## config.mk

```make
export PLATFORM = sky130hd
export DESIGN_NAME = cphp_port
export DESIGN_NICKNAME = d
export VERILOG_FILES = /design/src/cphp_pkg.sv /design/src/cphp_port.sv
export SDC_FILE = /design/constraint.sdc
export NUM_CORES = 1
export LEC_CHECK = 0
export BUFFER_PORTS_ARGS = -buffer_cell sky130_fd_sc_hd__buf_2
export CELL_PAD_IN_SITES_DETAIL_PLACEMENT = 1
export CELL_PAD_IN_SITES_GLOBAL_PLACEMENT = 2
export CORE_ASPECT_RATIO = 0.8
export CORE_UTILIZATION = 30
export CTS_CLUSTER_DIAMETER = 150
export DETAILED_ROUTE_END_ITERATION = 10
export PLACE_DENSITY_LB_ADDON = 0.1
export SETUP_SLACK_MARGIN = 0.02
export SLEW_MARGIN = 20
export SYNTH_ARGS = -nofsm -noshare
export SYNTH_HDL_FRONTEND = slang
export SYNTH_SLANG_ARGS = --single-unit
```

## constraint.sdc

```tcl
create_clock -name clk_in -period 9.4 [get_ports clk_in]
set_clock_uncertainty 0.1 [all_clocks]
set_input_delay 1.88 -clock clk_in [delete_from_list [all_inputs] [get_ports clk_in]]
set_output_delay 1.88 -clock clk_in [all_outputs]
set_load 0.005 [all_outputs]
```

## src/cphp_pkg.sv

```systemverilog
package cphp_pkg;

    // ------------------------------------------------------------
    // Handshake codes
    // ------------------------------------------------------------
    typedef enum logic [1:0] {
        CPHP_HS_WAIT   = 2'h0,
        CPHP_HS_GO     = 2'h1,
        CPHP_HS_ABSENT = 2'h2,
        CPHP_HS_LAST   = 2'h3
    } cphp_hs_t;

    // ------------------------------------------------------------
    // Widths and fixed values
    // ------------------------------------------------------------
    localparam int          CPHP_INSTR_W   = 32;
    localparam int          CPHP_DATA_W    = 32;
    localparam int          CPHP_BURST_W   = 4;
    localparam logic [3:0]  CPHP_BURST_ONE = 4'h0;
    localparam logic [4:0]  CPHP_WORDS_ONE = 5'h01;

endpackage

```

## src/cphp_port.sv

```systemverilog
// What this block does
// [RQ1] A coprocessor that must stall answers wait on the decode handshake while its instruction is in Decode.
// [RQ2] In Execute the coprocessor may hold wait for any number of cycles and the processor holds the instruction that long.
// [RQ3] The coprocessor samples condition pass each busy-wait cycle, executing when high and abandoning when low.
// [RQ4] An interrupt that forces a busy-waiting instruction out drives condition pass low and raises late cancel.
// [RQ5] The burst count code 0 means one word or unknown and code N means N+1 words.
// [RQ6] The memory side uses the burst count to issue noncached or nonbuffered coprocessor load/store as one burst.
// [RQ7] A zero burst count makes every resulting bus transfer an individual nonsequential access.
// [RQ8] The coprocessor drives the burst count only with its decode handshake answer and zero otherwise.
// [RQ9] The load/store abort output rises in the cycle after the Memory stage of an aborted coprocessor load/store.
// [RQ10] While instruction valid (active low) is 1 the coprocessor ignores the instruction and answers absent.
// [RQ11] Several coprocessors combine by ANDing the handshake upper bits and ORing the lower bits.
// [RQ12] An inactive coprocessor outputs the absent code on its handshake outputs.
// [RQ13] Read data and burst counts are ORed, so a coprocessor not owning the stage drives zeros.
// [RQ14] Handshake codes are 00 wait, 01 go, 10 absent, 11 last, and absent takes the undefined trap.
// [RQ15] The instruction commits when last is seen on execute handshake with condition pass high.
// [RQ16] The request (active low) goes low as an instruction enters Decode and again when it issues to Execute.
module cphp_port
    import cphp_pkg::*;
(
    // Clock and reset
    input  wire logic                    clk_in,
    input  wire logic                    reset_in,
    // Pipeline side
    input  wire logic                    pipe_decode_valid_in,
    input  wire logic [CPHP_INSTR_W-1:0] pipe_instr_in,
    input  wire logic                    pipe_instr_thumb_in,
    input  wire logic                    pipe_cond_ok_in,
    input  wire logic                    pipe_irq_in,
    input  wire logic                    pipe_is_ldst_in,
    input  wire logic                    pipe_mem_uncached_in,
    input  wire logic                    pipe_mem_abort_in,
    output logic                         pipe_stall_out,
    output logic                         pipe_undef_out,
    output logic                         pipe_commit_out,
    output logic                         pipe_abandon_out,
    output logic [CPHP_DATA_W-1:0]       pipe_read_data_out,
    // Memory side
    output logic                         mem_burst_req_out,
    output logic [4:0]                   mem_burst_words_out,
    output logic                         mem_single_nonseq_out,
    // Coprocessor bus
    output logic [CPHP_INSTR_W-1:0]      instruction_bus_out,
    output logic                         instr_valid_n_out,
    output logic                         coproc_request_n_out,
    output logic                         condition_pass_out,
    output logic                         late_cancel_out,
    output logic                         load_store_abort_out,
    input  wire logic [1:0]              decode_handshake_in,
    input  wire logic [1:0]              execute_handshake_in,
    input  wire logic [CPHP_BURST_W-1:0] burst_word_count_in,
    input  wire logic [CPHP_DATA_W-1:0]  coproc_read_data_in
);

    // ------------------------------------------------------------
    // Pipeline state
    // ------------------------------------------------------------
    typedef enum logic [1:0] {CPHP_IDLE, CPHP_DECODE, CPHP_EXEC} cphp_state_t;

    cphp_state_t           state_r;
    cphp_state_t           state_nxt;
    logic                  ldst_r;
    logic                  uncached_r;
    logic [3:0]            burst_r;
    logic                  mem_stage_r;
    cphp_hs_t              de_hs;
    cphp_hs_t              ex_hs;

    // ------------------------------------------------------------
    // Combined coprocessor answers
    // ------------------------------------------------------------
    // Combined bus answers from all coprocessors arrive already wired [RQ11] [RQ12] [RQ13]
    assign de_hs = cphp_hs_t'(decode_handshake_in);
    assign ex_hs = cphp_hs_t'(execute_handshake_in);

    always_comb begin
        state_nxt = state_r;
        unique case (state_r)
            CPHP_IDLE: begin
                if (pipe_decode_valid_in) begin
                    state_nxt = CPHP_DECODE;
                end
            end
            CPHP_DECODE: begin
                if (!pipe_cond_ok_in || de_hs == CPHP_HS_ABSENT) begin // [RQ14]
                    state_nxt = CPHP_IDLE;
                end else if (de_hs == CPHP_HS_LAST) begin
                    state_nxt = CPHP_IDLE;
                end else begin
                    state_nxt = CPHP_EXEC; // [RQ1]
                end
            end
            CPHP_EXEC: begin
                // Busy-wait loop lasts as long as the coprocessor says wait [RQ2]
                if (pipe_irq_in && ex_hs == CPHP_HS_WAIT) begin
                    state_nxt = CPHP_IDLE; // [RQ4]
                end else if (ex_hs == CPHP_HS_LAST || ex_hs == CPHP_HS_ABSENT) begin
                    state_nxt = CPHP_IDLE; // [RQ15]
                end
            end
            default: state_nxt = CPHP_IDLE;
        endcase
    end

    always_ff @(posedge clk_in or posedge reset_in) begin
        if (reset_in) begin
            state_r <= CPHP_IDLE;
        end else begin
            state_r <= state_nxt;
        end
    end

    // ------------------------------------------------------------
    // Coprocessor bus drive
    // ------------------------------------------------------------
    always_ff @(posedge clk_in or posedge reset_in) begin
        if (reset_in) begin
            instruction_bus_out  <= '0;
            instr_valid_n_out    <= 1'b1;
            coproc_request_n_out <= 1'b1;
        end else begin
            // Low once for Decode entry, once for issue to Execute [RQ16]
            coproc_request_n_out <= !((state_nxt == CPHP_DECODE && state_r == CPHP_IDLE)
                                     || (state_nxt == CPHP_EXEC && state_r == CPHP_DECODE));
            if (state_r == CPHP_IDLE && pipe_decode_valid_in) begin
                instruction_bus_out <= pipe_instr_in;
                instr_valid_n_out   <= pipe_instr_thumb_in; // [RQ10]
            end
        end
    end

    // ------------------------------------------------------------
    // Condition pass and late cancel
    // ------------------------------------------------------------
    // Condition pass falls with the interrupt so the coprocessor abandons [RQ3] [RQ4]
    always_ff @(posedge clk_in or posedge reset_in) begin
        if (reset_in) begin
            condition_pass_out <= 1'b0;
            late_cancel_out    <= 1'b0;
            pipe_abandon_out   <= 1'b0;
        end else begin
            condition_pass_out <= (state_nxt == CPHP_EXEC) && pipe_cond_ok_in && !pipe_irq_in;
            late_cancel_out    <= (state_r == CPHP_EXEC) && pipe_irq_in
                                  && ex_hs == CPHP_HS_WAIT; // [RQ4]
            pipe_abandon_out   <= (state_r == CPHP_EXEC) && pipe_irq_in
                                  && ex_hs == CPHP_HS_WAIT;
        end
    end

    // ------------------------------------------------------------
    // Pipeline status
    // ------------------------------------------------------------
    always_ff @(posedge clk_in or posedge reset_in) begin
        if (reset_in) begin
            pipe_stall_out     <= 1'b0;
            pipe_undef_out     <= 1'b0;
            pipe_commit_out    <= 1'b0;
            pipe_read_data_out <= '0;
        end else begin
            pipe_stall_out  <= state_nxt == CPHP_EXEC && ex_hs == CPHP_HS_WAIT; // [RQ2]
            pipe_undef_out  <= (state_r == CPHP_DECODE && pipe_cond_ok_in
                                && de_hs == CPHP_HS_ABSENT)
                               || (state_r == CPHP_EXEC && ex_hs == CPHP_HS_ABSENT); // [RQ14]
            pipe_commit_out <= (state_r == CPHP_EXEC && ex_hs == CPHP_HS_LAST
                                && condition_pass_out)
                               || (state_r == CPHP_DECODE && de_hs == CPHP_HS_LAST
                                   && pipe_cond_ok_in); // [RQ15]
            pipe_read_data_out <= coproc_read_data_in; // [RQ13]
        end
    end

    // ------------------------------------------------------------
    // Burst handling and memory requests
    // ------------------------------------------------------------
    // Burst count is only meaningful alongside the decode answer [RQ8]
    always_ff @(posedge clk_in or posedge reset_in) begin
        if (reset_in) begin
            ldst_r     <= 1'b0;
            uncached_r <= 1'b0;
            burst_r    <= CPHP_BURST_ONE;
        end else if (state_r == CPHP_DECODE) begin
            ldst_r     <= pipe_is_ldst_in;
            uncached_r <= pipe_mem_uncached_in;
            burst_r    <= burst_word_count_in; // [RQ8]
        end
    end

    always_ff @(posedge clk_in or posedge reset_in) begin
        if (reset_in) begin
            mem_burst_req_out     <= 1'b0;
            mem_burst_words_out   <= CPHP_WORDS_ONE;
            mem_single_nonseq_out <= 1'b0;
        end else begin
            mem_burst_req_out     <= pipe_commit_out && ldst_r && uncached_r
                                     && burst_r != CPHP_BURST_ONE; // [RQ6]
            mem_burst_words_out   <= {1'b0, burst_r} + CPHP_WORDS_ONE; // [RQ5]
            mem_single_nonseq_out <= pipe_commit_out && ldst_r && uncached_r
                                     && burst_r == CPHP_BURST_ONE; // [RQ7]
        end
    end

    // ------------------------------------------------------------
    // Memory stage and abort
    // ------------------------------------------------------------
    // Memory stage follows commit; abort shows one cycle after it
    always_ff @(posedge clk_in or posedge reset_in) begin
        if (reset_in) begin
            mem_stage_r <= 1'b0;
        end else begin
            mem_stage_r <= pipe_commit_out && ldst_r;
        end
    end

    // Abort input is only trusted in the memory stage, so a stray level elsewhere is ignored
    always_ff @(posedge clk_in or posedge reset_in) begin
        if (reset_in) begin
            load_store_abort_out <= 1'b0;
        end else begin
            load_store_abort_out <= mem_stage_r && pipe_mem_abort_in; // [RQ9]
        end
    end

endmodule

```

* Word level (Yosys, flattened, before mapping)
Cells that the tools add are included.
** Word-level totals
- Flip-flop bits (word level) :: 88
- Latch bits :: 0
- Memory bits (writable) :: 0
- Bits in read-only memories :: 0
- Bits of input ports :: 81
- Output and inout bits :: 80
- Word-level logic and storage cells :: 66
- Memories :: 0
** Operators by class
- Add/sub/neg operators :: 1
- $mul :: 0
- Divide/modulo/power cells :: 0
- Magnitude comparators :: 0
- Equality and inequality tests :: 8
- Shift-type cells :: 0
- Muxes and demuxes :: 6
- Bitwise logic cells :: 0
- Reduce and logical (&&, ||, !) cells :: 33
** Operators with widths (count)
- $logic_and 1x1->1 :: 21
- $eq 2x2->1 const B :: 6
- $mux 2 :: 5
- $pmux 2 s3 :: 1
- $add 4x1->5 const B :: 1
- $logic_or 1x1->1 :: 5
- $eq 2x1->1 const B :: 2
- $logic_not 2->1 :: 2
- $logic_not 4->1 :: 1
- $reduce_bool 4->1 :: 1
- $logic_not 1->1 :: 3

* Longest topological paths before layout
Gate-level depths: netlist (run 1).
- Word-level depth :: 9
- Depth in mapped cells :: 3
- Depth with buffers taken out :: 3

* Worst setup path after synthesis (run 1)
Ideal clock, no wire load.
- Path type :: input to register
- From :: input pipe_decode_valid_in
- To :: register instruction_bus_out[18]
- Library setup time :: 125 ps
- Arrival :: 2745 ps
- Required time :: 9175 ps
- Setup slack :: 6430 ps
- Stages :: 3
- Buffers on the path :: 1
- Cells stage by stage :: nor3b_4 > buf_6 > mux2_2
** Between the ends
- Longest elaborated chain between the ends :: 1
** RTL lines
- start: declaration :: RTL line cphp_port.sv:25 : input wire logic pipe_decode_valid_in,
- $logic_and 1x1->1 :: RTL line cphp_port.sv:125 : if (state_r == CPHP_IDLE && pipe_decode_valid_in) begin
- end signal: assignment :: RTL line cphp_port.sv:126 : instruction_bus_out <= pipe_instr_in;
- end: declaration :: RTL line cphp_port.sv:43 : output logic [CPHP_INSTR_W-1:0] instruction_bus_out,
Every way passes these cells.
A chain may end at the register's enable or synchronous reset.

* Worst setup path after layout (run 1)
- From :: register instr_valid_n_out
- To :: output instr_valid_n_out
** RTL lines
- start: declaration :: RTL line cphp_port.sv:44 : output logic instr_valid_n_out,
- start signal: assignment :: RTL line cphp_port.sv:127 : instr_valid_n_out <= pipe_instr_thumb_in;
No word-level cell between the ends.

==> impl_metrics.tcl, run 1 <==
set metrics [dict create \
    power_density_nw_per_um2 232 \
    cp_slowest_cell "dfstp_2" \
    yosys.area_share.simple_pct 5.08 \
    syn_inst 166 \
    crit_required_ns 7.42 \
    synth_edf_count 0 \
    synth_warnings 0 \
    ys.flop_type "dfrtp_1" \
    grt_util_met2_pct 23.0 \
    hold_end "load_store_abort_out" \
    design_area_um2 4170 \
    ant_nets 0 \
    clock_sinks 88 \
    grt_max_degree 75 \
    synth_top_family_by_area "multiplexers" \
    crit_path_start_kind "flop" \
    synth_xor_xnor_area_share_pct 0.598 \
    cts_hold_buf 0 \
    antenna_cells 0 \
    clock_path_buffers 2 \
    syn_area_um2 2930 \
    cts_made_buffers 9 \
    min_from "mem_stage_r" \
    clk_latency_ns 0.32 \
    rr_worst_depth 3 \
    total_leakage_power_nw 2.10 \
    vias_per_cell 4.32 \
    grt_pass1_vias 2114 \
    cp_max_fo 2 \
    worst_pin_slew_ns 0.922 \
    hold_viol 0 \
    period_share_pct 31.3 \
    fillCellCount 994 \
    min_path_type "reg -> reg" \
    post-route-min-period_ns 2.94 \
    post-place-cells 438 \
    synth_fa_ha_area_share_pct 0.854 \
    die_y_um 90.4 \
    maxCapViolations 0 \
    cp_cell_sequence "buf_2" \
    synthTopCellsByArea "dfrtp_1, mux2_2, dfstp_2" \
    grt_first_pass_wirelength_um 11100 \
    yosys_register_bits 88 \
    cts.clk_slew.worst_paths_ns 0.06 \
    post-cts-setup-buffers 0 \
    wl_per_cell_um 15.3 \
    grt_remaining_overflow 0 \
    end_kind "output pin" \
    synth_top_area_cell "dfrtp_1" \
    gp_congestion 0.722 \
    cts-root-buf "clkbuf_16" \
    grtUsageTotal_pct 14.4 \
    stdcell_count 454 \
    busiest_layer "met2" \
    drt-initial-drc-count 29 \
    synth_common_cells "dfrtp_1, mux2_2" \
    place_hpwl_um 5290 \
    portBuffers 160 \
    maxSlewViolCount 0 \
    vias 1962 \
    core_um2 9270 \
    r2r-end "instruction_bus_out[11]" \
    ys_async_sr_fraction_pct 100 \
    grt_antenna_before_repair 0 \
    regToRegStartpoint "state_r[1]" \
    num-nets-final 417 \
    met3_usage_pct 6.11 \
    peakVddDrop_mv 0.0857 \
    syn_to_final_growth_pct 42.2 \
    worstPathArrival_ns 0.96 \
    slew_headroom_pct 38.6 \
    synth_nets 249 \
    holdPathStages 1 \
    status "completed" \
    finalSetupTns_ns 0 \
    ioPinCount 161 \
    gr-usage-met1_pct 18.1 \
    ff2ff_setup_slack_ns 7.67 \
    synth_top_area_share_pct 72.6 \
    design_power_total_mw 0.968 \
    wirelength_um 6960 \
    slowest_delay_ns 0.52 \
    synth_compound_area_share_pct 1.28 \
    crit_buf_inv 1 \
    rsz0062_at_grt "no" \
    synthMuxAreaShare_pct 15.0 \
    yosysUniqueCellTypes 28 \
    finalSetupViolCount 0 \
    drt_first_pass_iters 4 \
    syn_area_per_cell_um2 17.7 \
    cts_tree "built" \
    rows 31 \
    dieArea_um2 10200 \
    yosysSeqAreaShare_pct 75.2 \
    fmax_mhz 340 \
    synth.most_common_cell "dfrtp_1" \
    drc 0 \
    postPlaceCellArea_um2 3850 \
    ctsResizeCount 0 \
    drive_gt1_share_pct 65.2 \
    critPathKind "reg -> out" \
    cpLargestDelayFamily "flip-flops" \
    dieWidth_um 113 \
    cts_max_level 3 \
    initial_core_util_pct 31.6 \
]
cells by family after synthesis:
kind of cell / after synthesis
DFF: 88
muxes: 39
and+or+nand+nor: 21
buffers and inverters: 8
AOI/OAI and AO/OA: 6
xor gates and xnor gates: 2
adders and majority gates: 2
layout by cell type (no fill, tap or decap), types with 2 or more instances in the layout:
cell type    n
a21oi_1      2
and2_1       2
buf_2      160
buf_4        2
bufinv_16    2
clkbuf_1     2
clkbuf_16    9
dfrtp_1     85
dfstp_2      3
ha_1         2
inv_1        2
mux2_1       2
mux2_2      37
nand2_1      2
nand2b_1     2
nand3_1      3
nor2b_1      3
or3b_2       3
cell type report:
type	count	area, um2	area share (%)
clock inverter	4	76.3	1.83
tap	115	144	3.45
inverter	3	12.5	0.300
clock buffer	12	246	5.91
multi-input combinational	70	668	16.0
timing repair buffer	162	816	19.6
sequential	88	2210	52.9
metrics by stage:
stage	hold WS, ns	worst slack [ns]	utilization, %
finish	0.357	6.46	45.0
global route	0.379	6.41	45.0
CTS	0.362	6.44	45.0
detailed placement	0.348	6.20	41.5
global placement	0.346	6.22	41.5
floorplan	0.322	5.15	-
layer usage:
metal,wire [um],vias up,share of wire [%]
met5,0,-,0
met4,51,0,0.73
met3,505,7,7.3
met2,3400,87,49
met1,3010,963,43
li1,-,905,-
worst max-delay path by stage:
stage	depth (start not counted)	to	slack [ns]	startpoint
after floorplan	1	burst_r[0]	5.15	reset_in
after global placement	3	instruction_bus_out[22]	6.22	reset_in
after detailed placement	3	pipe_read_data_out[9]	6.20	reset_in
after CTS	1	instr_valid_n_out	6.44	instr_valid_n_out
after global routing	1	instr_valid_n_out	6.41	instr_valid_n_out
final	1	instr_valid_n_out	6.46	instr_valid_n_out
report_power, final:
group / switching (mW) / leakage [nW] / internal, mW
Clock: 0.138 / 0.153 / 0.241
Combinational: 0.0571 / 0.895 / 0.0762
Sequential: 0.0248 / 1.05 / 0.430
Total: 0.220 / 2.10 / 0.748
flip-flops by register name, indices dropped and copies added, names as in the netlist, 2 cells and up:
register	count
instruction_bus_out	32
pipe_read_data_out	32
mem_burst_words_out	5
burst_r	4
state_r	2
(Power assumes the default switching activity.)
==> run 2, diff against run 1 <==
--- a/config.mk
+++ b/config.mk
@@ -9,7 +9,7 @@
 export CELL_PAD_IN_SITES_DETAIL_PLACEMENT = 1
 export CELL_PAD_IN_SITES_GLOBAL_PLACEMENT = 2
 export CORE_ASPECT_RATIO = 0.8
-export CORE_UTILIZATION = 30
+export CORE_UTILIZATION = 28
 export CTS_CLUSTER_DIAMETER = 150
 export DETAILED_ROUTE_END_ITERATION = 10
 export PLACE_DENSITY_LB_ADDON = 0.1
==> constraint.sdc (replaced) <==
create_clock -name clk_in -period 2.8 [get_ports clk_in]
set_clock_uncertainty 0.1 [all_clocks]
set_input_delay 0.56 -clock clk_in [delete_from_list [all_inputs] [get_ports clk_in]]
set_output_delay 0.56 -clock clk_in [all_outputs]
set_load 0.005 [all_outputs]
==> run 2 against run 1 <==
- via count shrank 0.66%
- global-route usage shrank 0.67 points
- non-clock buffer count grew 2
- utilization shrank 3.8 points
- first-iteration DRC count shrank 21%
- clock power grew to 3.1 times the previous value
==> impl_metrics.tcl, run 2 (synthesis gave the netlist of run 1 again) <==
set metrics [dict create \
    drt-initial-drc-count 23 \
    place_hpwl_um 5280 \
    power_density_nw_per_um2 750 \
    total_leakage_power_nw 2.09 \
    rows 33 \
    grt_pass1_vias 2045 \
    drt_first_pass_iters 4 \
    fillCellCount 1125 \
    grt_remaining_overflow 0 \
    ant_nets 0 \
    num-nets-final 419 \
    grtUsageTotal_pct 13.7 \
    wl_met2_um 3210 \
    cp_cell_sequence "nor3b_4 -> buf_4 -> mux2_2" \
    post-cts-setup-buffers 0 \
    cts_hold_buf 0 \
    cts-root-buf "clkbuf_16" \
    cts.clk_slew.worst_paths_ns 0.06 \
    critPathKind "reg -> reg" \
    ctsResizeCount 0 \
    drive_gt1_share_pct 65.7 \
    grt_max_degree 35 \
    crit_path_start_kind "flop" \
    rsz0062_at_grt "no" \
    top_layer "met4" \
    clk_latency_ns 0.33 \
    post-route-min-period_ns 1.74 \
    met1_length_um 2990 \
    worst_pin_slew_ns 0.439 \
    portBuffers 160 \
    antenna_cells 0 \
    ioPinCount 161 \
    maxCapViolations 0 \
    end_kind "flop" \
    worstPathArrival_ns 1.86 \
    fmax_mhz 574 \
    clock_sinks 88 \
    die_y_um 93.5 \
    crit_required_ns 2.92 \
    cts_made_buffers 9 \
    gp_congestion 0.695 \
    vias 1949 \
    grt_first_pass_wirelength_um 10900 \
    clock_path_buffers 2 \
    core_um2 10200 \
    syn_to_final_growth_pct 43.4 \
    finalSetupTns_ns 0 \
    cp_max_fo 34 \
    dieWidth_um 116 \
    grt_antenna_before_repair 0 \
    peakVddDrop_mv 0.339 \
    wirelength_um 6890 \
    status "completed" \
    maxSlewViolCount 0 \
    cp_slowest_cell "dfrtp_1" \
    finalSetupViolCount 0 \
    mostFrequentLayoutCell "buf_2" \
    reg.largest.list "instruction_bus_out (32), pipe_read_data_out (32), mem_burst_words_out (5)" \
    slowest_delay_ns 0.45 \
    drc 0 \
    fin_util_pct 41.2 \
    initial_core_util_pct 28.7 \
    min_path_type "in -> async" \
    cts_tree "built" \
    layout_common_cells "buf_2, dfrtp_1, mux2_2, clkbuf_16" \
    dieArea_um2 10900 \
    cts_max_level 3 \
    period_share_pct 62.2 \
    wl_per_cell_um 14.3 \
    vias_per_cell 4.05 \
    wl_met3_um 581 \
    slew_headroom_pct 70.7 \
    hold_viol 0 \
]
==> run 2: cell count changes in the layout (fill, tap and decap cells not counted) <==
cell        delta
bufinv_16      -1
buf_12         +1
clkbuf_8       -1
clkinvlp_4     +2
clkbuf_1       -1
buf_4          +1
clkinv_4       +1
==> run 2: cell type report <==
class | instances | area (um2) | share of cell area, %
Inverter | 3 | 15.0 | 0.357
Tap cell | 140 | 175 | 4.17
Clock buffer | 10 | 229 | 5.45
Clock inverter | 6 | 67.6 | 1.61
Timing Repair Buffer | 164 | 843 | 20.1
Sequential cell | 88 | 2210 | 52.5
Multi-Input combinational cell | 70 | 668 | 15.9
==> run 2: power breakdown <==
| part | leakage [nW] | switching, mW | internal, mW |
|---|---|---|---|
| logic | 0.906 | 0.186 | 0.259 |
| registers | 1.05 | 0.0833 | 1.44 |
| clock network | 0.139 | 0.486 | 0.694 |
==> run 2: final timing paths <==
path | start | end | slack (ns) | depth (start not counted)
max in group asynchronous | reset_in | instr_valid_n_out | 1.85 | 3
hold reg to reg | mem_stage_r | load_store_abort_out | 0.36 | 1
hold / removal | reset_in | pipe_read_data_out[7] | 0.07 | 2
min in group clk_in | coproc_read_data_in[18] | pipe_read_data_out[18] | 0.23 | 1
setup / recovery | state_r[1] | instruction_bus_out[19] | 1.06 | 3
setup reg to reg | state_r[1] | instruction_bus_out[19] | 1.06 | 3
==> run 2: per-stage QoR <==
step / hold slack, ns / worst slack, ns / power, mW / cell area (um2) / instances
finish: 0.0722 / 1.06 / 3.15 / 4200 / 481
detailed placement: 0.349 / 0.895 / 2.01 / 3910 / 465
global route: 0.0809 / 0.945 / 3.33 / 4200 / 481
global placement: 0.337 / 0.936 / 2.00 / 3910 / 465
floorplan: 0.322 / 1.12 / 1.75 / 2940 / 166
CTS: 0.0655 / 1.03 / 3.22 / 4200 / 481
==> run 2: critical path: cells and delay by family, from the launching register on <==
family	cells	cell delay, ns
flip-flops	1	0.45
buffers and inverters	1	0.42
multiplexers	1	0.39
AND/OR/NAND/NOR	1	0.24
==> run 2: routing by layer <==
metal | vias up | global-route usage [%]
met5 | - | 0
met4 | 0 | 6.09
met3 | 11 | 4.93
met2 | 86 | 20.8
met1 | 949 | 17.5
li1 | 903 | -
==> run 3, diff against run 2 <==
==> constraint.sdc (replaced) <==
create_clock -name clk_in -period 1.8 [get_ports clk_in]
set_clock_uncertainty 0.1 [all_clocks]
set_input_delay 0.36 -clock clk_in [delete_from_list [all_inputs] [get_ports clk_in]]
set_output_delay 0.36 -clock clk_in [all_outputs]
set_load 0.005 [all_outputs]
==> run 3 against run 2 <==
- critical path depth did not move
- fmax is 9.8% higher
- design area increased by 0.42%
- first-iteration DRC count is the same
- sequential share of layout area down 0.22 points
- via count increased by 0.36%
- total power rose by 59%
- sequential cell count stayed put
- count of clock-buffer cells in the layout grew 1
- cell count is the same
- hold slack got worse by 0.067 ns
- routed wire length is 0.90% lower
- critical endpoint unchanged
==> impl_metrics.tcl, run 3 (synthesis gave the netlist of run 1 again) <==
set metrics [dict create \
    vias_per_cell 4.07 \
    cts_hold_buf 0 \
    grt_pass1_vias 1950 \
    clock_path_buffers 2 \
    maxCapViolations 0 \
    num-nets-final 419 \
    reg.largest.list "instruction_bus_out (32), pipe_read_data_out (32), mem_burst_words_out (5)" \
    dieWidth_um 116 \
    syn_to_final_growth_pct 44.0 \
    ctsResizeCount 0 \
    grt_first_pass_wirelength_um 10500 \
    vias 1956 \
    crit_required_ns 1.91 \
    status "completed" \
    power_density_nw_per_um2 1190 \
    post-cts-setup-buffers 0 \
    place_hpwl_um 5230 \
    hold_viol 0 \
    dieArea_um2 10900 \
    cts_tree "built" \
    worst_pin_slew_ns 0.468 \
    finalSetupTns_ns 0 \
    fin_ws_ns 0.213 \
    grt_max_degree 52 \
    cts_made_buffers 9 \
    maxSlewViolCount 0 \
    drt_first_pass_iters 2 \
    ioPinCount 161 \
    drc 0 \
    mostFrequentLayoutCell "buf_2" \
    wl_per_cell_um 14.2 \
    grtUsageTotal_pct 13.2 \
    initial_core_util_pct 28.7 \
    worstPathArrival_ns 1.70 \
    grt_antenna_before_repair 0 \
    end_kind "flop" \
    post-route-min-period_ns 1.59 \
    slew_headroom_pct 68.8 \
    clk_latency_ns 0.32 \
    rr_worst_depth 3 \
    r2r-end "instruction_bus_out[19]" \
    drt-initial-drc-count 23 \
    timing.hold.ws_ns 0.00564 \
    min_path_type "in -> async" \
    regToRegStartpoint "state_r[1]" \
    ant_nets 0 \
    grt_remaining_overflow 0 \
    wirelength_um 6830 \
    ff2ff_setup_slack_ns 0.21 \
    cts.clk_slew.worst_paths_ns 0.06 \
    pre_cts_ws_ns 0.202 \
    crit_path_start_kind "flop" \
    gp_congestion 0.677 \
    core_um2 10200 \
    cts-root-buf "clkbuf_16" \
    cp_max_fo 22 \
    finalSetupViolCount 0 \
    cts_max_level 3 \
    rows 33 \
    period_share_pct 88.2 \
    peakVddDrop_mv 0.490 \
    stdcell_count 481 \
    critPathKind "reg -> reg" \
    drive_gt1_share_pct 65.4 \
    fmax_mhz 630 \
    portBuffers 160 \
    layout_common_cells "buf_2, dfrtp_1, mux2_2, clkbuf_16" \
    die_y_um 93.5 \
    post-place-cells 465 \
    rsz0062_at_grt "no" \
    clock_sinks 88 \
    design_power_total_mw 5.01 \
    antenna_cells 0 \
    fillCellCount 1130 \
    total_leakage_power_nw 2.10 \
]
==> run 3: changes by cell type in the layout (fill, tap and decap cells not counted), sizes merged <==
| cell | delta |
|---|---|
| clkbuf | +1 |
| clkinvlp | -1 |
| bufinv | +1 |
| inv | -1 |
==> run 3: how the worst max path moves through the flow <==
stage                           from                      end
after global placement    state_r[1]  instruction_bus_out[20]
after global routing      state_r[1]  instruction_bus_out[20]
after CTS                 state_r[1]  instruction_bus_out[25]
after floorplan           state_r[1]  instruction_bus_out[18]
final                     state_r[1]  instruction_bus_out[19]
after detailed placement  state_r[1]  instruction_bus_out[19]
==> run 3: final cells by class <==
| cell class | instances | area (um2) | share of cell area (%) |
|---|---|---|---|
| clock buffer | 11 | 233 | 5.51 |
| sequential | 88 | 2210 | 52.3 |
| tap | 140 | 175 | 4.15 |
| clock inverter | 5 | 81.3 | 1.93 |
| inverter | 3 | 15.0 | 0.356 |
| multi-input combinational | 70 | 668 | 15.8 |
| timing repair buffer | 164 | 843 | 20.0 |
==> run 3: report_power, final <==
group / internal [mW] / total (mW) / switching (mW)
clock: 1.22 / 1.93 / 0.719
combinational: 0.406 / 0.698 / 0.292
sequential: 2.25 / 2.37 / 0.127
==> run 3: per-layer routing <==
layer  wire length, um  global-route usage, %  share of wire [%]
met1              3010                   17.1                 44
met2              3190                   20.3                 47
met3               552                   4.60                8.1
met4                84                   4.49                1.2
met5                 0                      0                  0
==> run 3: metrics by stage <==
stage	cell area (um2)	utilization, %
CTS	4220	41.4
global placement	3910	38.3
finish	4220	41.4
floorplan	2940	-
global route	4220	41.4
detailed placement	3910	38.3
==> run 3: critical path, cell delays in order, from the launching register on <==
cell and delay [ns]:
dfrtp_1 0.45, nor3b_4 0.22, buf_4 0.31, mux2_2 0.38
